--- config.mk ---
export PLATFORM = sky130hd
export DESIGN_NAME = aicf_top
export DESIGN_NICKNAME = d
export VERILOG_FILES = /design/src/include/aicf_pkg.sv /design/src/include/aicf_mux_if.sv /design/src/aicf_top.sv /design/src/aicf_mode_decode.sv /design/src/aicf_code_format.sv
export SDC_FILE = /design/constraint.sdc
export NUM_CORES = 1
export LEC_CHECK = 0
export ABC_AREA = 1
export BUFFER_PORTS_ARGS = -buffer_cell sky130_fd_sc_hd__buf_2
export CAP_MARGIN = 15
export CORE_UTILIZATION = 35
export DETAILED_ROUTE_END_ITERATION = 7
export SLEW_MARGIN = 20
export SYNTH_ARGS = -nofsm -noshare
export SYNTH_HDL_FRONTEND = slang
export SYNTH_HIERARCHICAL = 1
export SYNTH_SLANG_ARGS = --single-unit
export TNS_END_PERCENT = 20
--- constraint.sdc ---
create_clock -name SYS_CLK -period 1.7 [get_ports SYS_CLK]
set_input_delay 0.085 -clock SYS_CLK [delete_from_list [all_inputs] [get_ports SYS_CLK]]
set_output_delay 0.085 -clock SYS_CLK [all_outputs]
set_load 0.02 [all_outputs]
--- src/include/aicf_pkg.sv ---
// Shared constants and types for the input configuration and code block.
package aicf_pkg;

  // ----------------------------------------------------------------------
  // Timing
  // ----------------------------------------------------------------------
  localparam int unsigned CLK_PERIOD_NS  = 25;
  localparam int unsigned CONV_TIME_NS   = 2200;
  localparam int unsigned CONV_CYCLES    =
    (CONV_TIME_NS + CLK_PERIOD_NS - 1) / CLK_PERIOD_NS;
  localparam int unsigned MIN_PERIOD_NS  = 4000;
  localparam int unsigned QBW_GAP_CYCLES =
    (4 * MIN_PERIOD_NS + CLK_PERIOD_NS - 1) / CLK_PERIOD_NS;
  localparam int          CNT_W          = 10;

  // ----------------------------------------------------------------------
  // Register map and fields
  // ----------------------------------------------------------------------
  localparam logic [7:0]  ADDR_CFG       = 8'h00;
  localparam logic [7:0]  ADDR_RESULT    = 8'h04;
  localparam logic [7:0]  ADDR_STATUS    = 8'h08;
  localparam int          CFG_W          = 14;
  localparam logic [13:0] CFG_RESET      = 14'h1C00;
  localparam int          CFG_INCC_LSB   = 10;
  localparam int          CFG_INX_LSB    = 7;
  localparam int          CFG_BW_BIT     = 6;
  localparam int          CFG_SEQ_LSB    = 1;
  localparam int          STAT_BUSY      = 0;
  localparam int          STAT_VALID     = 1;
  localparam int          STAT_BIPOLAR   = 2;
  localparam int          STAT_RATE_ERR  = 3;
  localparam int          STAT_POS_LSB   = 4;
  localparam int          STAT_NEG_LSB   = 7;
  localparam int          STAT_SRC_LSB   = 10;

  // ----------------------------------------------------------------------
  // Input configuration codes and result codes
  // ----------------------------------------------------------------------
  localparam logic [2:0]  INCC_SINGLE    = 3'b111;
  localparam logic [2:0]  INCC_COM_BIP   = 3'b010;
  localparam logic [2:0]  INCC_COM_UNI   = 3'b110;
  localparam logic [1:0]  INCC_PAIR_BIP  = 2'b00;
  localparam logic [1:0]  INCC_PAIR_UNI  = 2'b10;
  localparam int          DIFF_W         = 18;
  localparam logic [15:0] UNI_TOP        = 16'hFFFF;
  localparam logic [15:0] UNI_BOT        = 16'h0000;
  localparam logic [15:0] BIP_TOP        = 16'h7FFF;
  localparam logic [15:0] BIP_BOT        = 16'h8000;

  typedef enum logic [2:0] {
    MODE_SINGLE   = 3'b000,
    MODE_COM_BIP  = 3'b001,
    MODE_COM_UNI  = 3'b010,
    MODE_PAIR_BIP = 3'b011,
    MODE_PAIR_UNI = 3'b100
  } aicf_mode_t;

  typedef enum logic [1:0] {
    NEG_GND  = 2'b00,
    NEG_COM  = 2'b01,
    NEG_PAIR = 2'b10
  } aicf_neg_t;

  typedef enum logic [0:0] {
    S_ACQ  = 1'b0,
    S_CONV = 1'b1
  } aicf_state_t;

endpackage : aicf_pkg

--- src/include/aicf_mux_if.sv ---
// Interface between the control top and the input mode decoder.
`timescale 1ns/1ps
interface aicf_mux_if;
  import aicf_pkg::*;
  logic [2:0] incc;
  logic [2:0] inx;
  logic       seq_on;
  aicf_mode_t mode;
  logic [2:0] pos_ch;
  logic [2:0] neg_ch;
  aicf_neg_t  neg_src;
  logic       bipolar;
  modport dec (input incc, inx, seq_on,
               output mode, pos_ch, neg_ch, neg_src, bipolar);
  modport ctl (output incc, inx, seq_on,
               input mode, pos_ch, neg_ch, neg_src, bipolar);
endinterface : aicf_mux_if

--- src/aicf_top.sv ---
// Input configuration, conversion sequencing and output coding with APB.
`timescale 1ns/1ps
module aicf_top (
  input  wire logic                  SYS_CLK,
  input  wire logic                  RST_N,
  input  wire logic                  PSEL,
  input  wire logic                  PENABLE,
  input  wire logic                  PWRITE,
  input  wire logic [7:0]            PADDR,
  input  wire logic [31:0]           PWDATA,
  output logic      [31:0]           PRDATA,
  output logic                       PREADY,
  output logic                       PSLVERR,
  input  wire logic                  CONVERSION_START_PIN,
  input  wire logic signed [17:0]    RAW_DIFF,
  output logic      [2:0]            MUX_POS_CH,
  output logic      [2:0]            MUX_NEG_CH,
  output aicf_pkg::aicf_neg_t        MUX_NEG_SRC,
  output logic                       NEG_BIAS_MID,
  output logic                       FILTER_QUARTER_BW,
  output logic                       CONV_BUSY,
  output logic      [15:0]           RESULT_CODE
);
  import aicf_pkg::*;

  // ----------------------------------------------------------------------
  // Declarations
  // ----------------------------------------------------------------------
  aicf_mux_if mux ();

  logic [13:0]        cfg_reg,    cfg_next;
  logic [31:0]        rdata_reg,  rdata_next;
  logic               s1_reg, s2_reg, s3_reg;
  logic               start_lvl_reg, start_lvl_next;
  aicf_state_t        state_reg,  state_next;
  logic [CNT_W-1:0]   cnt_reg,    cnt_next;
  logic [CNT_W-1:0]   gap_reg,    gap_next;
  logic               seen_reg,   seen_next;
  logic               bip_reg,    bip_next;
  logic signed [17:0] hold_reg,   hold_next;
  logic [15:0]        result_reg, result_next;
  logic               valid_reg,  valid_next;
  logic               rate_reg,   rate_next;
  logic [2:0]         pos_reg,    pos_next;
  logic [2:0]         neg_reg,    neg_next;
  aicf_neg_t          src_reg,    src_next;
  logic               mid_reg,    mid_next;
  logic               bw_reg,     bw_next;
  logic [15:0]        fmt_code;
  logic               setup, access, mapped, wr_cfg, rd_result, wr_status;
  logic               start_rise, done;

  // ----------------------------------------------------------------------
  // APB decode
  // ----------------------------------------------------------------------
  assign setup     = PSEL && !PENABLE;
  assign access    = PSEL && PENABLE;
  assign mapped    = (PADDR == ADDR_CFG) || (PADDR == ADDR_RESULT) ||
                     (PADDR == ADDR_STATUS);
  assign wr_cfg    = access && PWRITE && (PADDR == ADDR_CFG);
  assign wr_status = access && PWRITE && (PADDR == ADDR_STATUS);
  assign rd_result = access && !PWRITE && (PADDR == ADDR_RESULT);
  assign PREADY    = 1'b1;
  assign PSLVERR   = access && !mapped;
  assign PRDATA    = rdata_reg;

  // ----------------------------------------------------------------------
  // Mode decode and output coding
  // ----------------------------------------------------------------------
  assign mux.incc   = cfg_reg[CFG_INCC_LSB +: 3];
  assign mux.inx    = cfg_reg[CFG_INX_LSB +: 3];
  assign mux.seq_on = cfg_reg[CFG_SEQ_LSB +: 2] != 2'b00;

  aicf_mode_decode u_dec (
    .m (mux.dec)
  );

  aicf_code_format u_fmt (
    .diff    (hold_reg),
    .bipolar (bip_reg),
    .code    (fmt_code)
  );

  // ----------------------------------------------------------------------
  // Start pin synchroniser
  // ----------------------------------------------------------------------
  // A pin change only counts once the second and third stages agree.
  assign start_lvl_next = (s2_reg == s3_reg) ? s3_reg : start_lvl_reg;
  assign start_rise     = s2_reg && s3_reg && !start_lvl_reg;
  assign done           = (state_reg == S_CONV) && (cnt_reg == '0);

  // ----------------------------------------------------------------------
  // Next-state logic
  // ----------------------------------------------------------------------
  always_comb begin
    cfg_next    = cfg_reg;
    rdata_next  = rdata_reg;
    state_next  = state_reg;
    cnt_next    = cnt_reg;
    gap_next    = gap_reg;
    seen_next   = seen_reg;
    bip_next    = bip_reg;
    hold_next   = hold_reg;
    result_next = result_reg;
    pos_next    = pos_reg;
    neg_next    = neg_reg;
    src_next    = src_reg;
    mid_next    = mid_reg;
    bw_next     = cfg_reg[CFG_BW_BIT];
    rate_next   = rate_reg;
    // Set wins over clear for both sticky flags.
    valid_next  = done || (valid_reg && !rd_result);
    if (wr_status && PWDATA[STAT_RATE_ERR]) begin
      rate_next = 1'b0;
    end
    if (wr_cfg) begin
      cfg_next = PWDATA[CFG_W-1:0];
    end
    if (gap_reg != QBW_GAP_CYCLES[CNT_W-1:0]) begin
      gap_next = gap_reg + 1'b1;
    end
    if (setup) begin
      case (PADDR)
        ADDR_CFG:    rdata_next = {18'h0_0000, cfg_reg};
        ADDR_RESULT: rdata_next = {16'h0000, result_reg};
        ADDR_STATUS: rdata_next = {20'h0_0000, src_reg, neg_reg, pos_reg,
                                   rate_reg, bip_reg, valid_reg,
                                   state_reg == S_CONV};
        default:     rdata_next = 32'h0000_0000;
      endcase
    end
    case (state_reg)
      S_ACQ: begin
        // The mux follows the configuration only while acquiring.
        pos_next = mux.pos_ch;
        neg_next = mux.neg_ch;
        src_next = mux.neg_src;
        mid_next = mux.bipolar;
        if (start_rise) begin
          state_next = S_CONV;
          cnt_next   = CONV_CYCLES[CNT_W-1:0] - 1'b1;
          bip_next   = mux.bipolar;
          hold_next  = RAW_DIFF;
          gap_next   = '0;
          seen_next  = 1'b1;
          // Quarter bandwidth needs a start spacing four times longer.
          if (cfg_reg[CFG_BW_BIT] && seen_reg &&
              gap_reg < QBW_GAP_CYCLES[CNT_W-1:0]) begin
            rate_next = 1'b1;
          end
        end
      end
      S_CONV: begin
        // Starts during a conversion are ignored.
        cnt_next = cnt_reg - 1'b1;
        if (cnt_reg == '0) begin
          state_next  = S_ACQ;
          cnt_next    = '0;
          result_next = fmt_code;
        end
      end
      default: state_next = S_ACQ;
    endcase
  end

  // ----------------------------------------------------------------------
  // Registers
  // ----------------------------------------------------------------------
  always_ff @(posedge SYS_CLK) begin
    s1_reg <= CONVERSION_START_PIN;
    s2_reg <= s1_reg;
    s3_reg <= s2_reg;
    if (!RST_N) begin
      cfg_reg       <= CFG_RESET;
      rdata_reg     <= '0;
      start_lvl_reg <= 1'b0;
      state_reg     <= S_ACQ;
      cnt_reg       <= '0;
      gap_reg       <= '0;
      seen_reg      <= 1'b0;
      bip_reg       <= 1'b0;
      hold_reg      <= '0;
      result_reg    <= '0;
      valid_reg     <= 1'b0;
      rate_reg      <= 1'b0;
      pos_reg       <= '0;
      neg_reg       <= '0;
      src_reg       <= NEG_GND;
      mid_reg       <= 1'b0;
      bw_reg        <= 1'b0;
    end else begin
      cfg_reg       <= cfg_next;
      rdata_reg     <= rdata_next;
      start_lvl_reg <= start_lvl_next;
      state_reg     <= state_next;
      cnt_reg       <= cnt_next;
      gap_reg       <= gap_next;
      seen_reg      <= seen_next;
      bip_reg       <= bip_next;
      hold_reg      <= hold_next;
      result_reg    <= result_next;
      valid_reg     <= valid_next;
      rate_reg      <= rate_next;
      pos_reg       <= pos_next;
      neg_reg       <= neg_next;
      src_reg       <= src_next;
      mid_reg       <= mid_next;
      bw_reg        <= bw_next;
    end
  end

  assign MUX_POS_CH        = pos_reg;
  assign MUX_NEG_CH        = neg_reg;
  assign MUX_NEG_SRC       = src_reg;
  assign NEG_BIAS_MID      = mid_reg;
  assign FILTER_QUARTER_BW = bw_reg;
  assign CONV_BUSY         = state_reg == S_CONV;
  assign RESULT_CODE       = result_reg;

  // ----------------------------------------------------------------------
  // Assertions
  // ----------------------------------------------------------------------
  localparam int CONV_LAST = CONV_CYCLES - 1;
  logic in_uni, in_bip, acq;
  assign in_uni = hold_reg >= 18'sh0_0000 && hold_reg <= 18'sh0_FFFF;
  assign in_bip = hold_reg >= -18'sh0_8000 && hold_reg <= 18'sh0_7FFF;
  assign acq    = state_reg == S_ACQ;
endmodule : aicf_top

--- src/aicf_mode_decode.sv ---
// Decodes the input configuration and channel fields into mux selections.
`timescale 1ns/1ps
module aicf_mode_decode (
  aicf_mux_if.dec m
);
  import aicf_pkg::*;

  always_comb begin
    logic paired;
    paired    = 1'b0;
    m.pos_ch  = m.inx;
    m.neg_ch  = 3'b000;
    m.neg_src = NEG_GND;
    m.bipolar = 1'b0;
    m.mode    = MODE_SINGLE;
    if (m.incc == INCC_COM_BIP) begin
      m.mode    = MODE_COM_BIP;
      m.neg_src = NEG_COM;
      m.bipolar = 1'b1;
    end else if (m.incc == INCC_COM_UNI) begin
      m.mode    = MODE_COM_UNI;
      m.neg_src = NEG_COM;
    end else if (m.incc[2:1] == INCC_PAIR_BIP) begin
      m.mode    = MODE_PAIR_BIP;
      m.bipolar = 1'b1;
      paired    = 1'b1;
    end else if (m.incc[2:1] == INCC_PAIR_UNI) begin
      m.mode    = MODE_PAIR_UNI;
      paired    = 1'b1;
    end
    // The unused 011 code falls back to single-ended ground reference.
    if (paired) begin
      m.neg_src = NEG_PAIR;
      // The sequencer only ever scans pairs with the even member positive.
      m.pos_ch  = m.seq_on ? {m.inx[2:1], 1'b0} : m.inx;
      m.neg_ch  = {m.pos_ch[2:1], ~m.pos_ch[0]};
    end
  end

endmodule : aicf_mode_decode

--- src/aicf_code_format.sv ---
// Turns a signed input difference into a clamped 16-bit output code.
`timescale 1ns/1ps
module aicf_code_format (
  input  wire logic signed [17:0] diff,
  input  wire logic               bipolar,
  output logic             [15:0] code
);
  import aicf_pkg::*;

  localparam logic signed [17:0] UNI_MAX = 18'sh0_FFFF;
  localparam logic signed [17:0] BIP_MAX = 18'sh0_7FFF;
  localparam logic signed [17:0] BIP_MIN = -18'sh0_8000;

  always_comb begin
    // One step is the reference over 65536, so the low 16 bits are the code.
    code = diff[15:0];
    if (bipolar) begin
      if (diff > BIP_MAX) begin
        code = BIP_TOP;
      end else if (diff < BIP_MIN) begin
        code = BIP_BOT;
      end
    end else begin
      if (diff > UNI_MAX) begin
        code = UNI_TOP;
      end else if (diff < 18'sh0_0000) begin
        code = UNI_BOT;
      end
    end
  end

endmodule : aicf_code_format

# Yosys cells after proc, flatten, opt, wreduce, memory -nomap -nowiden
# Cells that the tools add are included.
# word_totals
ff_bits,119
in_bits,64
output_inout_bits,61
word_cells,98
# op_classes
add_sub_neg,2
magnitude_cmp,5
n_eq_ne,8
mux,32
n_bitwise,2
reduce_logical,29
# ops
operator,n
16-bit 2-to-1 mux,5
10-bit 2-to-1 mux,5
16-bit case mux with 3 select lines,1
10-bit case mux with 2 select lines,1
"18-bit by 16-bit greater-than comparator with 1-bit output, second input constant",1
"18-bit by 17-bit greater-than comparator with 1-bit output, second input constant",1
"18-bit by 1-bit less-than comparator with 1-bit output, second input constant",1
"18-bit by 16-bit less-than comparator with 1-bit output, second input constant",1
1-bit 2-to-1 mux,16
1-bit logical AND,15
"10-bit by 1-bit adder with 10-bit output, second input constant",1
10-bit logical NOT,1
"10-bit less-than comparator, second input constant",1
"10-bit != test, second input constant",1
"10-bit by 1-bit subtractor with 10-bit output, second input constant",1
"8-bit by 3-bit == test with 1-bit output, second input constant",1
"8-bit by 4-bit == test with 1-bit output, second input constant",1
8-bit logical NOT,1
1-bit logical NOT,5
2-bit 2-to-1 mux,2
2-bit AND reduction,2
"3-bit by 2-bit == test with 1-bit output, second input constant",1
"3-bit == test, second input constant",1
1-bit logical OR,3
other kinds (8),9

# Depth between registers and ports, before layout
# Gate-level depths: netlist (run 1).
# depth
depth_word,8
depth_mapped,8
mapped_depth_nobuf,8

# Cells and area by module
# The synthesis (run 1) kept the hierarchy.
# by_module_without_submodules
mod,n_inst,cells_each,area_per_inst_um2,seq_area_each_um2
aicf_top,1,612,4448.0,2062.0
aicf_code_format,1,88,412.9,0.0
aicf_mode_decode,1,20,93.8,0.0

# Worst setup path after synthesis (run 1)
# OpenSTA, ideal clock, no wires.
# synth_timing
kind,reg-to-reg
startpoint,register cnt_reg[0]
endpoint,register result_reg[10] (netlist: RESULT_CODE[10])
setup_time_ns,0.116
arrival_ns,1.281
required_time_ns,1.584
slack_ns,0.302
stages_incl_launch_ff,9
path_buffers,1
period_less_slack_ns,1.398
cell_sequence,dfxtp_1 inv_1 ha_1 nand2_2 nor2_4 nand3_4 buf_6 o21ai_1 a21oi_1
# synth_via
elab_chain_cells,2
# synth_rtl
item,line,text
from (decl),aicf_top.sv:36,"logic [CNT_W-1:0] cnt_reg, cnt_next;"
from (signal assigned),aicf_top.sv:196,cnt_reg <= cnt_next;
10-bit logical NOT,aicf_top.sv:156,if (cnt_reg == '0) begin
2-bit AND reduction (no line),n/a,
to (signal assigned),aicf_top.sv:201,result_reg <= result_next;
to (decl),aicf_top.sv:41,"logic [15:0] result_reg, result_next;"
# No other way between the ends.
# A chain may end at the register's enable or synchronous reset.

# Final worst setup path (run 1)
# layout_timing
startpoint,register cnt_reg[0]
endpoint,register result_reg[5] (netlist: RESULT_CODE[5])
# The elaborated chain is that of the path after synthesis.

==> reports/summary.txt, run 1 <==
Ys Warns: 6
vias in the first global route: 4175
final hold violations: 0
clock skew: 7.31 ps
Die Span Y: 121 microns
Max FO, Critical Path: 9
Synth Area per Inst: 6.91 sq um
RSZ-0062 raised after global routing: yes
fraction of layout cells with a size suffix above 1: 18.4%
Slew @ Worst Pin: 677 ps
Critical R2R Launch: cnt_reg[0]$_SDFFE_PN0P_
Critical Path RT: 1980 ps
final slew viol count: 0
Vias/cell: 4.65
core outline area: 13500 sq um
average wire per standard cell: 12.5 microns
largest net degree at the start of global routing: 34
Reg2Reg Depth: 7
area taken by multi-input logic gates: 2330 sq um
number of DRC markers in iteration 0: 285
die width: 121 microns
CTS H-tree depth: 3
drt pass-1 iters: 4
Final ANT Viol Nets: 0
# fillers: 1428
antenna violations before repair: 0
Worst Hold Class: in -> reg
CTS buffer count: 9
met2 GRT Util: 27.5%
final wirelength: 12600 microns
Starting Density: 36.5%
crit-path max cell delay: 330 ps
global placer's final weighted congestion: 0.789
Mapped Area: 4920 sq um
crit end category: register
Crit-path slowest cell: dfxtp_1
global-route wire length before repair: 20400 microns
hold_sp: PWDATA[3]
Post-Place Cells: 961
Crit Path Category: reg -> reg
clock tree buffer depth: 2
Worst Hold Endpoint: cfg_reg[3]$_SDFFE_PN0P_
clock root buffer: clkbuf_16
pwr/cell area: 960 nW/um^2
crit path DAT: 1830 ps
CP cell instances: inv_1, ha_1, nand2_2, nor2_4, nand3_4, buf_4, a21oi_1
die area: 14500 sq um
DP HPWL: 8960 microns
Max-slew headroom: 54.7%
Final Critical Period: 1560 ps
Synth Instances: 713
endpoints failing setup: 0
fin cells: 1009
FF/Latch Area: 2060 sq um
status: finished, final reports clean
hold depth: 3
met3 Usage GRT: 2.83%
Skew-Pair Late Insertion Delay: 350 ps
Inserted Diodes: 0
Min Hold Slack: 23.7 ps
P_leak: 2.80 nW
vias post-DR: 4696
PortBufs: 89
layer with the highest usage: met2
Startpoint Class: register
Final #Nets: 896
Clk pin slew, worst setup/hold paths: 70 ps
met1 Track Usage GR: 24.7%
max-cap violations: 0
placement row count: 42
r2r endpoint: RESULT_CODE[5]$_SDFFE_PN0P_
CTS tree: yes
maximum VDD drop: 478 uV
I/O pins: 125
flop-to-flop setup slack: 140 ps
area delta synth->final: 24.3%
max reg flops: 18
CTS sink count: 103
final worst-path cycle share: 91.5%
Max Clock Freq: 643 MHz
DRC Markers: 0
total grt overflow: 0
GR Util All Layers: 17.9%
-- layout make-up --
| class | count | area share (%) |
|---|---|---|
| Clock inverter | 6 | 1.37 |
| Clock buffer | 10 | 3.90 |
| Multi-Input combinational cell | 497 | 38.1 |
| Timing Repair Buffer | 137 | 14.4 |
| Sequential cell | 103 | 33.7 |
| Inverter | 80 | 4.91 |
| Tap cell | 176 | 3.60 |
-- how the worst max path moves through the flow --
stage	to	startpoint	slack, ps
finish	RESULT_CODE[5]$_SDFFE_PN0P_	cnt_reg[0]$_SDFFE_PN0P_	140
global route	cnt_reg[6]$_SDFFE_PN0P_	cnt_reg[0]$_SDFFE_PN0P_	-10
CTS	RESULT_CODE[5]$_SDFFE_PN0P_	cnt_reg[0]$_SDFFE_PN0P_	10
detailed placement	valid_reg$_SDFF_PN0_	cnt_reg[0]$_SDFFE_PN0P_	60
global placement	valid_reg$_SDFF_PN0_	cnt_reg[0]$_SDFFE_PN0P_	80
floorplan	RESULT_CODE[10]$_SDFFE_PN0P_	cnt_reg[0]$_SDFFE_PN0P_	300
-- power by group --
part	switching, mW	total, mW	internal (mW)
Clock	0.932	2.26	1.33
Sequential	0.124	2.66	2.54
Combinational	0.598	0.960	0.362
-- per-stage QoR --
| step | total power, mW | instance area [sq um] | util (%) | setup TNS (ps) | setup slack [ps] |
|---|---|---|---|---|---|
| 6_report | 5.88 | 6120 | 45.3 | 0 | 144 |
| 2_1_floorplan | 3.35 | 4980 | - | 0 | 302 |
| 3_5_place_dp | 3.59 | 5460 | 40.4 | 0 | 57.3 |
| 4_1_cts | 5.89 | 6080 | 45.0 | 0 | 14.2 |
| 5_1_grt | 6.15 | 6120 | 45.3 | -9.70 | -9.70 |
| 3_3_place_gp | 3.58 | 5460 | 40.4 | 0 | 75.1 |
-- critical path, delay by kind of cell (launching register included) --
| kind | cells | cell delay [ps] |
|---|---|---|
| AO/OA/AOI/OAI | 1 | 140 |
| AND/OR/NAND/NOR | 3 | 520 |
| adder cells (fa/ha/maj) | 1 | 190 |
| buffers and inverters | 2 | 300 |
| flip-flops | 1 | 330 |
-- what timing repair did --
item | in CTS | in global routing
setup buffers | 0 | 0
hold endpoints to repair | 30 | 0
setup endpoints to repair | 0 | 39
resized for setup | 0 | 3
hold buffers | 30 | 0
-- cell usage in the layout (no fill, tap or decap), drive strengths merged, types with 3 or more instances in the layout --
cell	instances
clkinv	5
buf	107
conb	17
nand2	146
o21ai	80
nor2	114
a21oi	58
xor2	5
dlygate4sd3	30
ha	4
nor3	3
clkbuf	10
nand4	3
inv	79
nand3	58
dfxtp	103
-- routing by layer --
metal  share of wire, %  vias up
met4                2.2        0
met2                 44       96
met3                5.0       17
met5                  0        -
met1                 49     2101
li1                   -     2482
Power figures use the tool's default switching activity.
==> run 2: changes to the inputs <==
--- a/config.mk
+++ b/config.mk
@@ -8,8 +8,12 @@
 export ABC_AREA = 1
 export BUFFER_PORTS_ARGS = -buffer_cell sky130_fd_sc_hd__buf_2
 export CAP_MARGIN = 15
-export CORE_UTILIZATION = 35
+export CELL_PAD_IN_SITES_DETAIL_PLACEMENT = 1
+export CELL_PAD_IN_SITES_GLOBAL_PLACEMENT = 2
+export CORE_MARGIN = 2
+export CORE_UTILIZATION = 27
 export DETAILED_ROUTE_END_ITERATION = 7
+export PLACE_DENSITY_LB_ADDON = 0.1
 export SLEW_MARGIN = 20
 export SYNTH_ARGS = -nofsm -noshare
 export SYNTH_HDL_FRONTEND = slang
==> run 2 against run 1 <==
Net effect:
- non-clock buffer count decreased by 1
- clock-buffer cell count up 2
- setup slack got worse by 8.1 ps
- via count grew 0.77%
- register-to-register slack is essentially flat
- sequential power barely moved
- critical path type unchanged
- first-iteration DRC count decreased by 22%
- sequential share of layout area fell by 0.21 points
- clock power about the same
- critical endpoint is now cnt_reg[9]$_SDFFE_PN0P_
- final area is 0.61% higher
- critical path depth up 2
==> reports/summary.txt, run 2 (synthesis gave the netlist of run 1 again) <==
Final Critical Period: 1560 ps (about the same)
number of DRC markers in iteration 0: 222 (was 285)
max reg flops: 18 (unchanged)
crit path DAT: 1840 ps (was 1830 ps)
endpoints failing setup: 0 (unchanged)
die area: 19300 sq um (was 14500 sq um)
area delta synth->final: 25.1% (was 24.3%)
Critical Path RT: 1980 ps (about the same)
Skew-Pair Late Insertion Delay: 350 ps (about the same)
Fin Setup TNS: 0 ps (unchanged)
maximum VDD drop: 439 uV (was 478 uV)
final hold violations: 0 (unchanged)
Vias/cell: 4.47 (was 4.65)
vias in the first global route: 4836 (was 4175)
CTS sink count: 103 (unchanged)
Die Span Y: 139 microns (was 121 microns)
Placement Setup Slack: 80.9 ps (was 57.3 ps)
crit-path max cell delay: 350 ps (was 330 ps)
crit end category: register (unchanged)
Starting Density: 27.5% (was 36.5%)
clock skew: 4.60 ps (was 7.31 ps)
largest net degree at the start of global routing: 42 (was 34)
Worst Hold Class: in -> reg (unchanged)
PortBufs: 89 (unchanged)
Clk pin slew, worst setup/hold paths: 70 ps (about the same)
Crit-path slowest cell: dfxtp_1 (unchanged)
final wirelength: 15000 microns (was 12600 microns)
CP cell instances: inv_1, ha_1, nand2_2, nor2_4, buf_4, a21oi_2, buf_4, nand3_1, a21oi_1 (was inv_1, ha_1, nand2_2, nor2_4, nand3_4, buf_4, a21oi_1)
global placer's final weighted congestion: 0.777 (was 0.789)
global-route wire length before repair: 25000 microns (was 20400 microns)
Final Util: 34.4% (was 45.3%)
DP HPWL: 11300 microns (was 8960 microns)
CTS H-tree depth: 3 (unchanged)
Max FO, Critical Path: 8 (was 9)
vias post-DR: 4732 (was 4696)
Inserted Diodes: 0 (unchanged)
CP top delay family: buffers and inverters (was simple AND/OR/NAND/NOR gates)
CP dominant cell by count: buf_4
placement row count: 49 (was 42)
final slew viol count: 0 (unchanged)
Final ANT Viol Nets: 0 (unchanged)
# fillers: 2261 (was 1428)
fin cells: 1058 (was 1009)
clock tree buffer depth: 2 (unchanged)
average wire per standard cell: 14.1 microns (was 12.5 microns)
drt pass-1 iters: 6 (was 4)
P_leak: 2.80 nW (about the same)
fraction of layout cells with a size suffix above 1: 18.2% (was 18.4%)
CTS tree: yes (unchanged)
Final #Nets: 893 (was 896)
die width: 139 microns (was 121 microns)
max-cap violations: 0 (unchanged)
Max Clock Freq: 639 MHz (was 643 MHz)
Slew @ Worst Pin: 554 ps (was 677 ps)
total grt overflow: 0 (unchanged)
clock root buffer: clkbuf_16 (unchanged)
leading cell type in the layout, fill and taps excluded: nand2_1 (unchanged)
Crit Path Category: reg -> reg (unchanged)
pwr/cell area: 957 nW/um^2 (was 960 nW/um^2)
DRC Markers: 0 (unchanged)
core outline area: 17900 sq um (was 13500 sq um)
RSZ-0062 raised after global routing: no (was yes)
GR Util All Layers: 16.1% (was 17.9%)
I/O pins: 125 (unchanged)
antenna violations before repair: 0 (unchanged)
Max-slew headroom: 62.9% (was 54.7%)
most frequent cells in the layout: 133 x nand2_1, 108 x nor2_1, 103 x dfxtp_1, 89 x buf_2, 75 x inv_1 (was 134 x nand2_1, 107 x nor2_1, 103 x dfxtp_1, 89 x buf_2, 75 x inv_1)
Startpoint Class: register (unchanged)
worst path buffer plus inverter count: 3 (was 2)
Post-Place Cells: 1017 (was 961)
status: finished, final reports clean (unchanged)
CTS buffer count: 9 (unchanged)
setup slack after layout: 136 ps (was 144 ps)
final worst-path cycle share: 92.0% (was 91.5%)
[run 2: per-layer routing]
metal,part of all wire (%),wire (microns),track usage [%],vias up
met1,48,7230,21.1,2193
met5,0,0,0,-
met2,47,7100,27.4,73
li1,-,-,-,2454
met4,1.2,178,3.99,0
met3,3.0,442,3.11,12
[run 2: repair_timing]
item                                    in CTS  in global routing
resized for setup                            0                  2
hold buffers                                26                  0
endpoints found under the setup margin       0                  8
buffers inserted                             0                  0
endpoints found under the hold margin       26                  0
[run 2: final cells by class]
type	instances	area (sq um)	share of cell area (%)
multi-input cells	495	2310	37.5
clock buffers	12	246	4.00
clock inverters	3	67.6	1.10
well taps	229	287	4.65
repair buffers	136	888	14.4
flip-flops and latches	103	2060	33.5
inverters	80	300	4.88
[run 2: stage by stage]
step / area, sq um / total power, mW / hold slack, ps
finish: 6160 / 5.89 / 10.9
global route: 6160 / 6.23 / 19.9
CTS: 6150 / 6.00 / 0.464
detailed placement: 5570 / 3.67 / 195
global placement: 5570 / 3.64 / 191
floorplan: 4980 / 3.35 / 113
[run 2: path summary, 6_finish.rpt]
kind	startpoint	to	slack, ps	cells after the start
min	PWDATA[6]	cfg_reg[6]$_SDFFE_PN0P_	10	3
max	cnt_reg[0]$_SDFFE_PN0P_	cnt_reg[9]$_SDFFE_PN0P_	140	9
min reg2reg	s1_reg$_DFF_P_	s2_reg$_DFF_P_	340	0
max reg2reg	cnt_reg[0]$_SDFFE_PN0P_	cnt_reg[9]$_SDFFE_PN0P_	140	9
[run 2: power breakdown]
| group | leakage [nW] | total, mW | internal, mW | switching, mW |
|---|---|---|---|---|
| registers | 0.838 | 2.66 | 2.54 | 0.126 |
| clock network | 0.149 | 2.25 | 1.33 | 0.922 |
| logic | 1.81 | 0.981 | 0.377 | 0.605 |
| total | 2.80 | 5.89 | 4.24 | 1.65 |
[run 2: tightest hold or removal path, delay by kind of cell]
kind | cells | cell delay, ps
AO/OA/AOI/OAI | 1 | 80
buffers and inverters | 1 | 70
AND/OR/NAND/NOR | 1 | 90
==> run 3: changes to the inputs <==
--- a/config.mk
+++ b/config.mk
@@ -11,7 +11,7 @@
 export CELL_PAD_IN_SITES_DETAIL_PLACEMENT = 1
 export CELL_PAD_IN_SITES_GLOBAL_PLACEMENT = 2
 export CORE_MARGIN = 2
-export CORE_UTILIZATION = 27
+export CORE_UTILIZATION = 29
 export DETAILED_ROUTE_END_ITERATION = 7
 export PLACE_DENSITY_LB_ADDON = 0.1
 export SLEW_MARGIN = 20
==> run 3 against run 2 <==
Net effect:
- sequential share of layout area barely moved
- sequential power about the same
- clock-buffer cell count is 2 lower
- die area down 6.7%
- total power is 2.5% lower
- utilization increased by 2.8 points
- register-to-register slack better by 20 ps
- setup slack better by 23 ps
- combinational power hardly changed
- critical path type unchanged
- critical endpoint is now gap_reg[5]$_SDFF_PN0_
- largest cell class unchanged
==> reports/summary.txt, run 3 (synthesis gave the netlist of run 1 again) <==
status: finished, final reports clean (unchanged)
Final ANT Viol Nets: 0 (unchanged)
clock group share of total power: 36.1% (was 38.1%)
Startpoint Class: register (unchanged)
DP HPWL: 11200 microns (was 11300 microns)
most frequent cells in the layout: 134 x nand2_1, 106 x nor2_1, 103 x dfxtp_1, 89 x buf_2, 75 x inv_1 (was 133 x nand2_1, 108 x nor2_1, 103 x dfxtp_1, 89 x buf_2, 75 x inv_1)
P_leak: 2.80 nW (about the same)
switching share of power: 29.2% (was 28.1%)
Critical Path RT: 1920 ps (was 1980 ps)
Starting Density: 29.7% (was 27.5%)
Comb power frac: 17.6% (was 16.7%)
vias in the first global route: 4892 (was 4836)
total grt overflow: 0 (unchanged)
CP cell instances: ha_1, nand2_1, nor2_2, inv_1, nand2_1, nor3_1 (was inv_1, ha_1, nand2_2, nor2_4, buf_4, a21oi_2, buf_4, nand3_1, a21oi_1)
flop-to-flop setup slack: 160 ps (was 140 ps)
endpoints failing setup: 0 (unchanged)
CTS sink count: 103 (unchanged)
Vias/cell: 4.56 (was 4.47)
Critical path origin: s2_reg$_DFF_P_ (was cnt_reg[0]$_SDFFE_PN0P_)
crit-path max cell delay: 340 ps (was 350 ps)
DRC Markers: 0 (unchanged)
Critical R2R Launch: s2_reg$_DFF_P_ (was cnt_reg[0]$_SDFFE_PN0P_)
RSZ-0062 raised after global routing: yes (was no)
crit end category: register (unchanged)
Final #Nets: 900 (was 893)
area delta synth->final: 25.2% (was 25.1%)
Max FO, Critical Path: 9 (was 8)
pwr/cell area: 932 nW/um^2 (was 957 nW/um^2)
CTS H-tree depth: 3 (unchanged)
drt pass-1 iters: 4 (was 6)
antenna violations before repair: 0 (unchanged)
fraction of layout cells with a size suffix above 1: 18.9% (was 18.2%)
final worst-path cycle share: 90.7% (was 92.0%)
Die Span Y: 134 microns (was 139 microns)
GR Util All Layers: 17.1% (was 16.1%)
clock skew: 9.14 ps (was 4.60 ps)
Int Power: 4.06 mW (was 4.24 mW)
Reg2Reg Depth: 6 (was 9)
Clk pin slew, worst setup/hold paths: 70 ps (about the same)
average wire per standard cell: 14.3 microns (was 14.1 microns)
clock tree buffer depth: 2 (unchanged)
r2r endpoint: gap_reg[5]$_SDFF_PN0_ (was cnt_reg[9]$_SDFFE_PN0P_)
hold depth: 3 (unchanged)
Post-Place Cells: 1012 (was 1017)
final wirelength: 15100 microns (was 15000 microns)
Crit Path Category: reg -> reg (unchanged)
largest net degree at the start of global routing: 33 (was 42)
vias post-DR: 4814 (was 4732)
die width: 134 microns (was 139 microns)
number of DRC markers in iteration 0: 281 (was 222)
Worst Hold Class: in -> reg (unchanged)
Worst Hold Endpoint: cfg_reg[9]$_SDFFE_PN0P_ (was cfg_reg[6]$_SDFFE_PN0P_)
final slew viol count: 0 (unchanged)
Inserted Diodes: 0 (unchanged)
global-route wire length before repair: 24400 microns (was 25000 microns)
final hold violations: 0 (unchanged)
CTS tree: yes (unchanged)
Crit-path slowest cell: dfxtp_1 (unchanged)
Final Critical Period: 1540 ps (was 1560 ps)
max reg flops: 18 (unchanged)
global placer's final weighted congestion: 0.764 (was 0.777)
fin cells: 1056 (was 1058)
leading cell type in the layout, fill and taps excluded: nand2_1 (unchanged)
placement row count: 47 (was 49)
Flop pwr share: 46.3% (was 45.2%)
total power draw: 5.74 mW (was 5.89 mW)
Skew-Pair Late Insertion Delay: 350 ps (about the same)
CTS buffer count: 9 (unchanged)
PortBufs: 89 (unchanged)
CP dominant cell by count: nand2_1 (was buf_4)
die area: 18000 sq um (was 19300 sq um)
Max Clock Freq: 649 MHz (was 639 MHz)
max-cap violations: 0 (unchanged)
switching component of the power: 1.68 mW (was 1.65 mW)
crit path DAT: 1770 ps (was 1840 ps)
clock root buffer: clkbuf_16 (unchanged)
I/O pins: 125 (unchanged)
maximum VDD drop: 470 uV (was 439 uV)
hold_sp: PWDATA[9] (was PWDATA[6])
core outline area: 16600 sq um (was 17900 sq um)
[run 3: worst max path at each step]
| stage | depth (start not counted) | endpoint |
|---|---|---|
| after global placement | 6 | gap_reg[5]$_SDFF_PN0_ |
| after detailed placement | 6 | gap_reg[5]$_SDFF_PN0_ |
| after CTS | 8 | cnt_reg[7]$_SDFFE_PN0P_ |
| final | 6 | gap_reg[5]$_SDFF_PN0_ |
| after global routing | 7 | RESULT_CODE[15]$_SDFFE_PN0P_ |
| after floorplan | 8 | RESULT_CODE[10]$_SDFFE_PN0P_ |
[run 3: final cells by class]
class | count | area, sq um
fill | 2164 | 10400
multi-input combinational | 496 | 2330
sequential | 103 | 2060
timing repair buffer | 142 | 913
inverter | 80 | 300
tap | 220 | 275
clock buffer | 10 | 229
clock inverter | 5 | 58.8
[run 3: what timing repair did]
item                                   4_1_cts  5_1_grt
hold buffers                                28        0
buffers inserted                             0        0
gates resized for setup                      1        3
setup endpoints to repair                    3       20
endpoints found under the hold margin       28        0
gates cloned                                 0        1
[run 3: through the flow]
stage | hold WS (ps) | utilization [%] | setup TNS [ps] | area (sq um) | setup WS [ps]
floorplan | 113 | - | 0 | 4980 | 302
global placement | 188 | 33.6 | 0 | 5570 | 39.5
detailed placement | 190 | 33.6 | -9.02 | 5570 | -9.02
CTS | 2.93 | 37.0 | 0 | 6140 | 26.5
global route | 30.3 | 37.2 | -10.5 | 6170 | -10.5
finish | 8.08 | 37.2 | 0 | 6170 | 159
[run 3: per-layer routing]
| layer | global-route usage [%] | wire [microns] | vias to the layer above |
|---|---|---|---|
| met3 | 2.68 | 610 | 16 |
| met5 | 0 | 0 | - |
| met4 | 5.79 | 227 | 0 |
| met2 | 30.5 | 7260 | 90 |
| met1 | 20.9 | 6960 | 2236 |
| li1 | - | - | 2472 |
[run 3: power by group through the flow]
| stage | clock, mW | combinational, mW | sequential, mW |
|---|---|---|---|
| 5_1_grt | 2.24 | 1.15 | 2.68 |
| 4_1_cts | 2.15 | 1.00 | 2.66 |
| 6_report | 2.07 | 1.01 | 2.66 |
| 2_1_floorplan | 0 | 0.621 | 2.73 |
| 3_5_place_dp | 0 | 0.948 | 2.72 |
| 3_3_place_gp | 0 | 0.925 | 2.71 |
[run 3: critical path, delay by kind of cell, from the launching register on]
| kind | cells | cell delay (ps) |
|---|---|---|
| adders and majority gates | 1 | 140 |
| DFF | 1 | 340 |
| and+or+nand+nor | 4 | 760 |
| buffers and inverters | 1 | 160 |
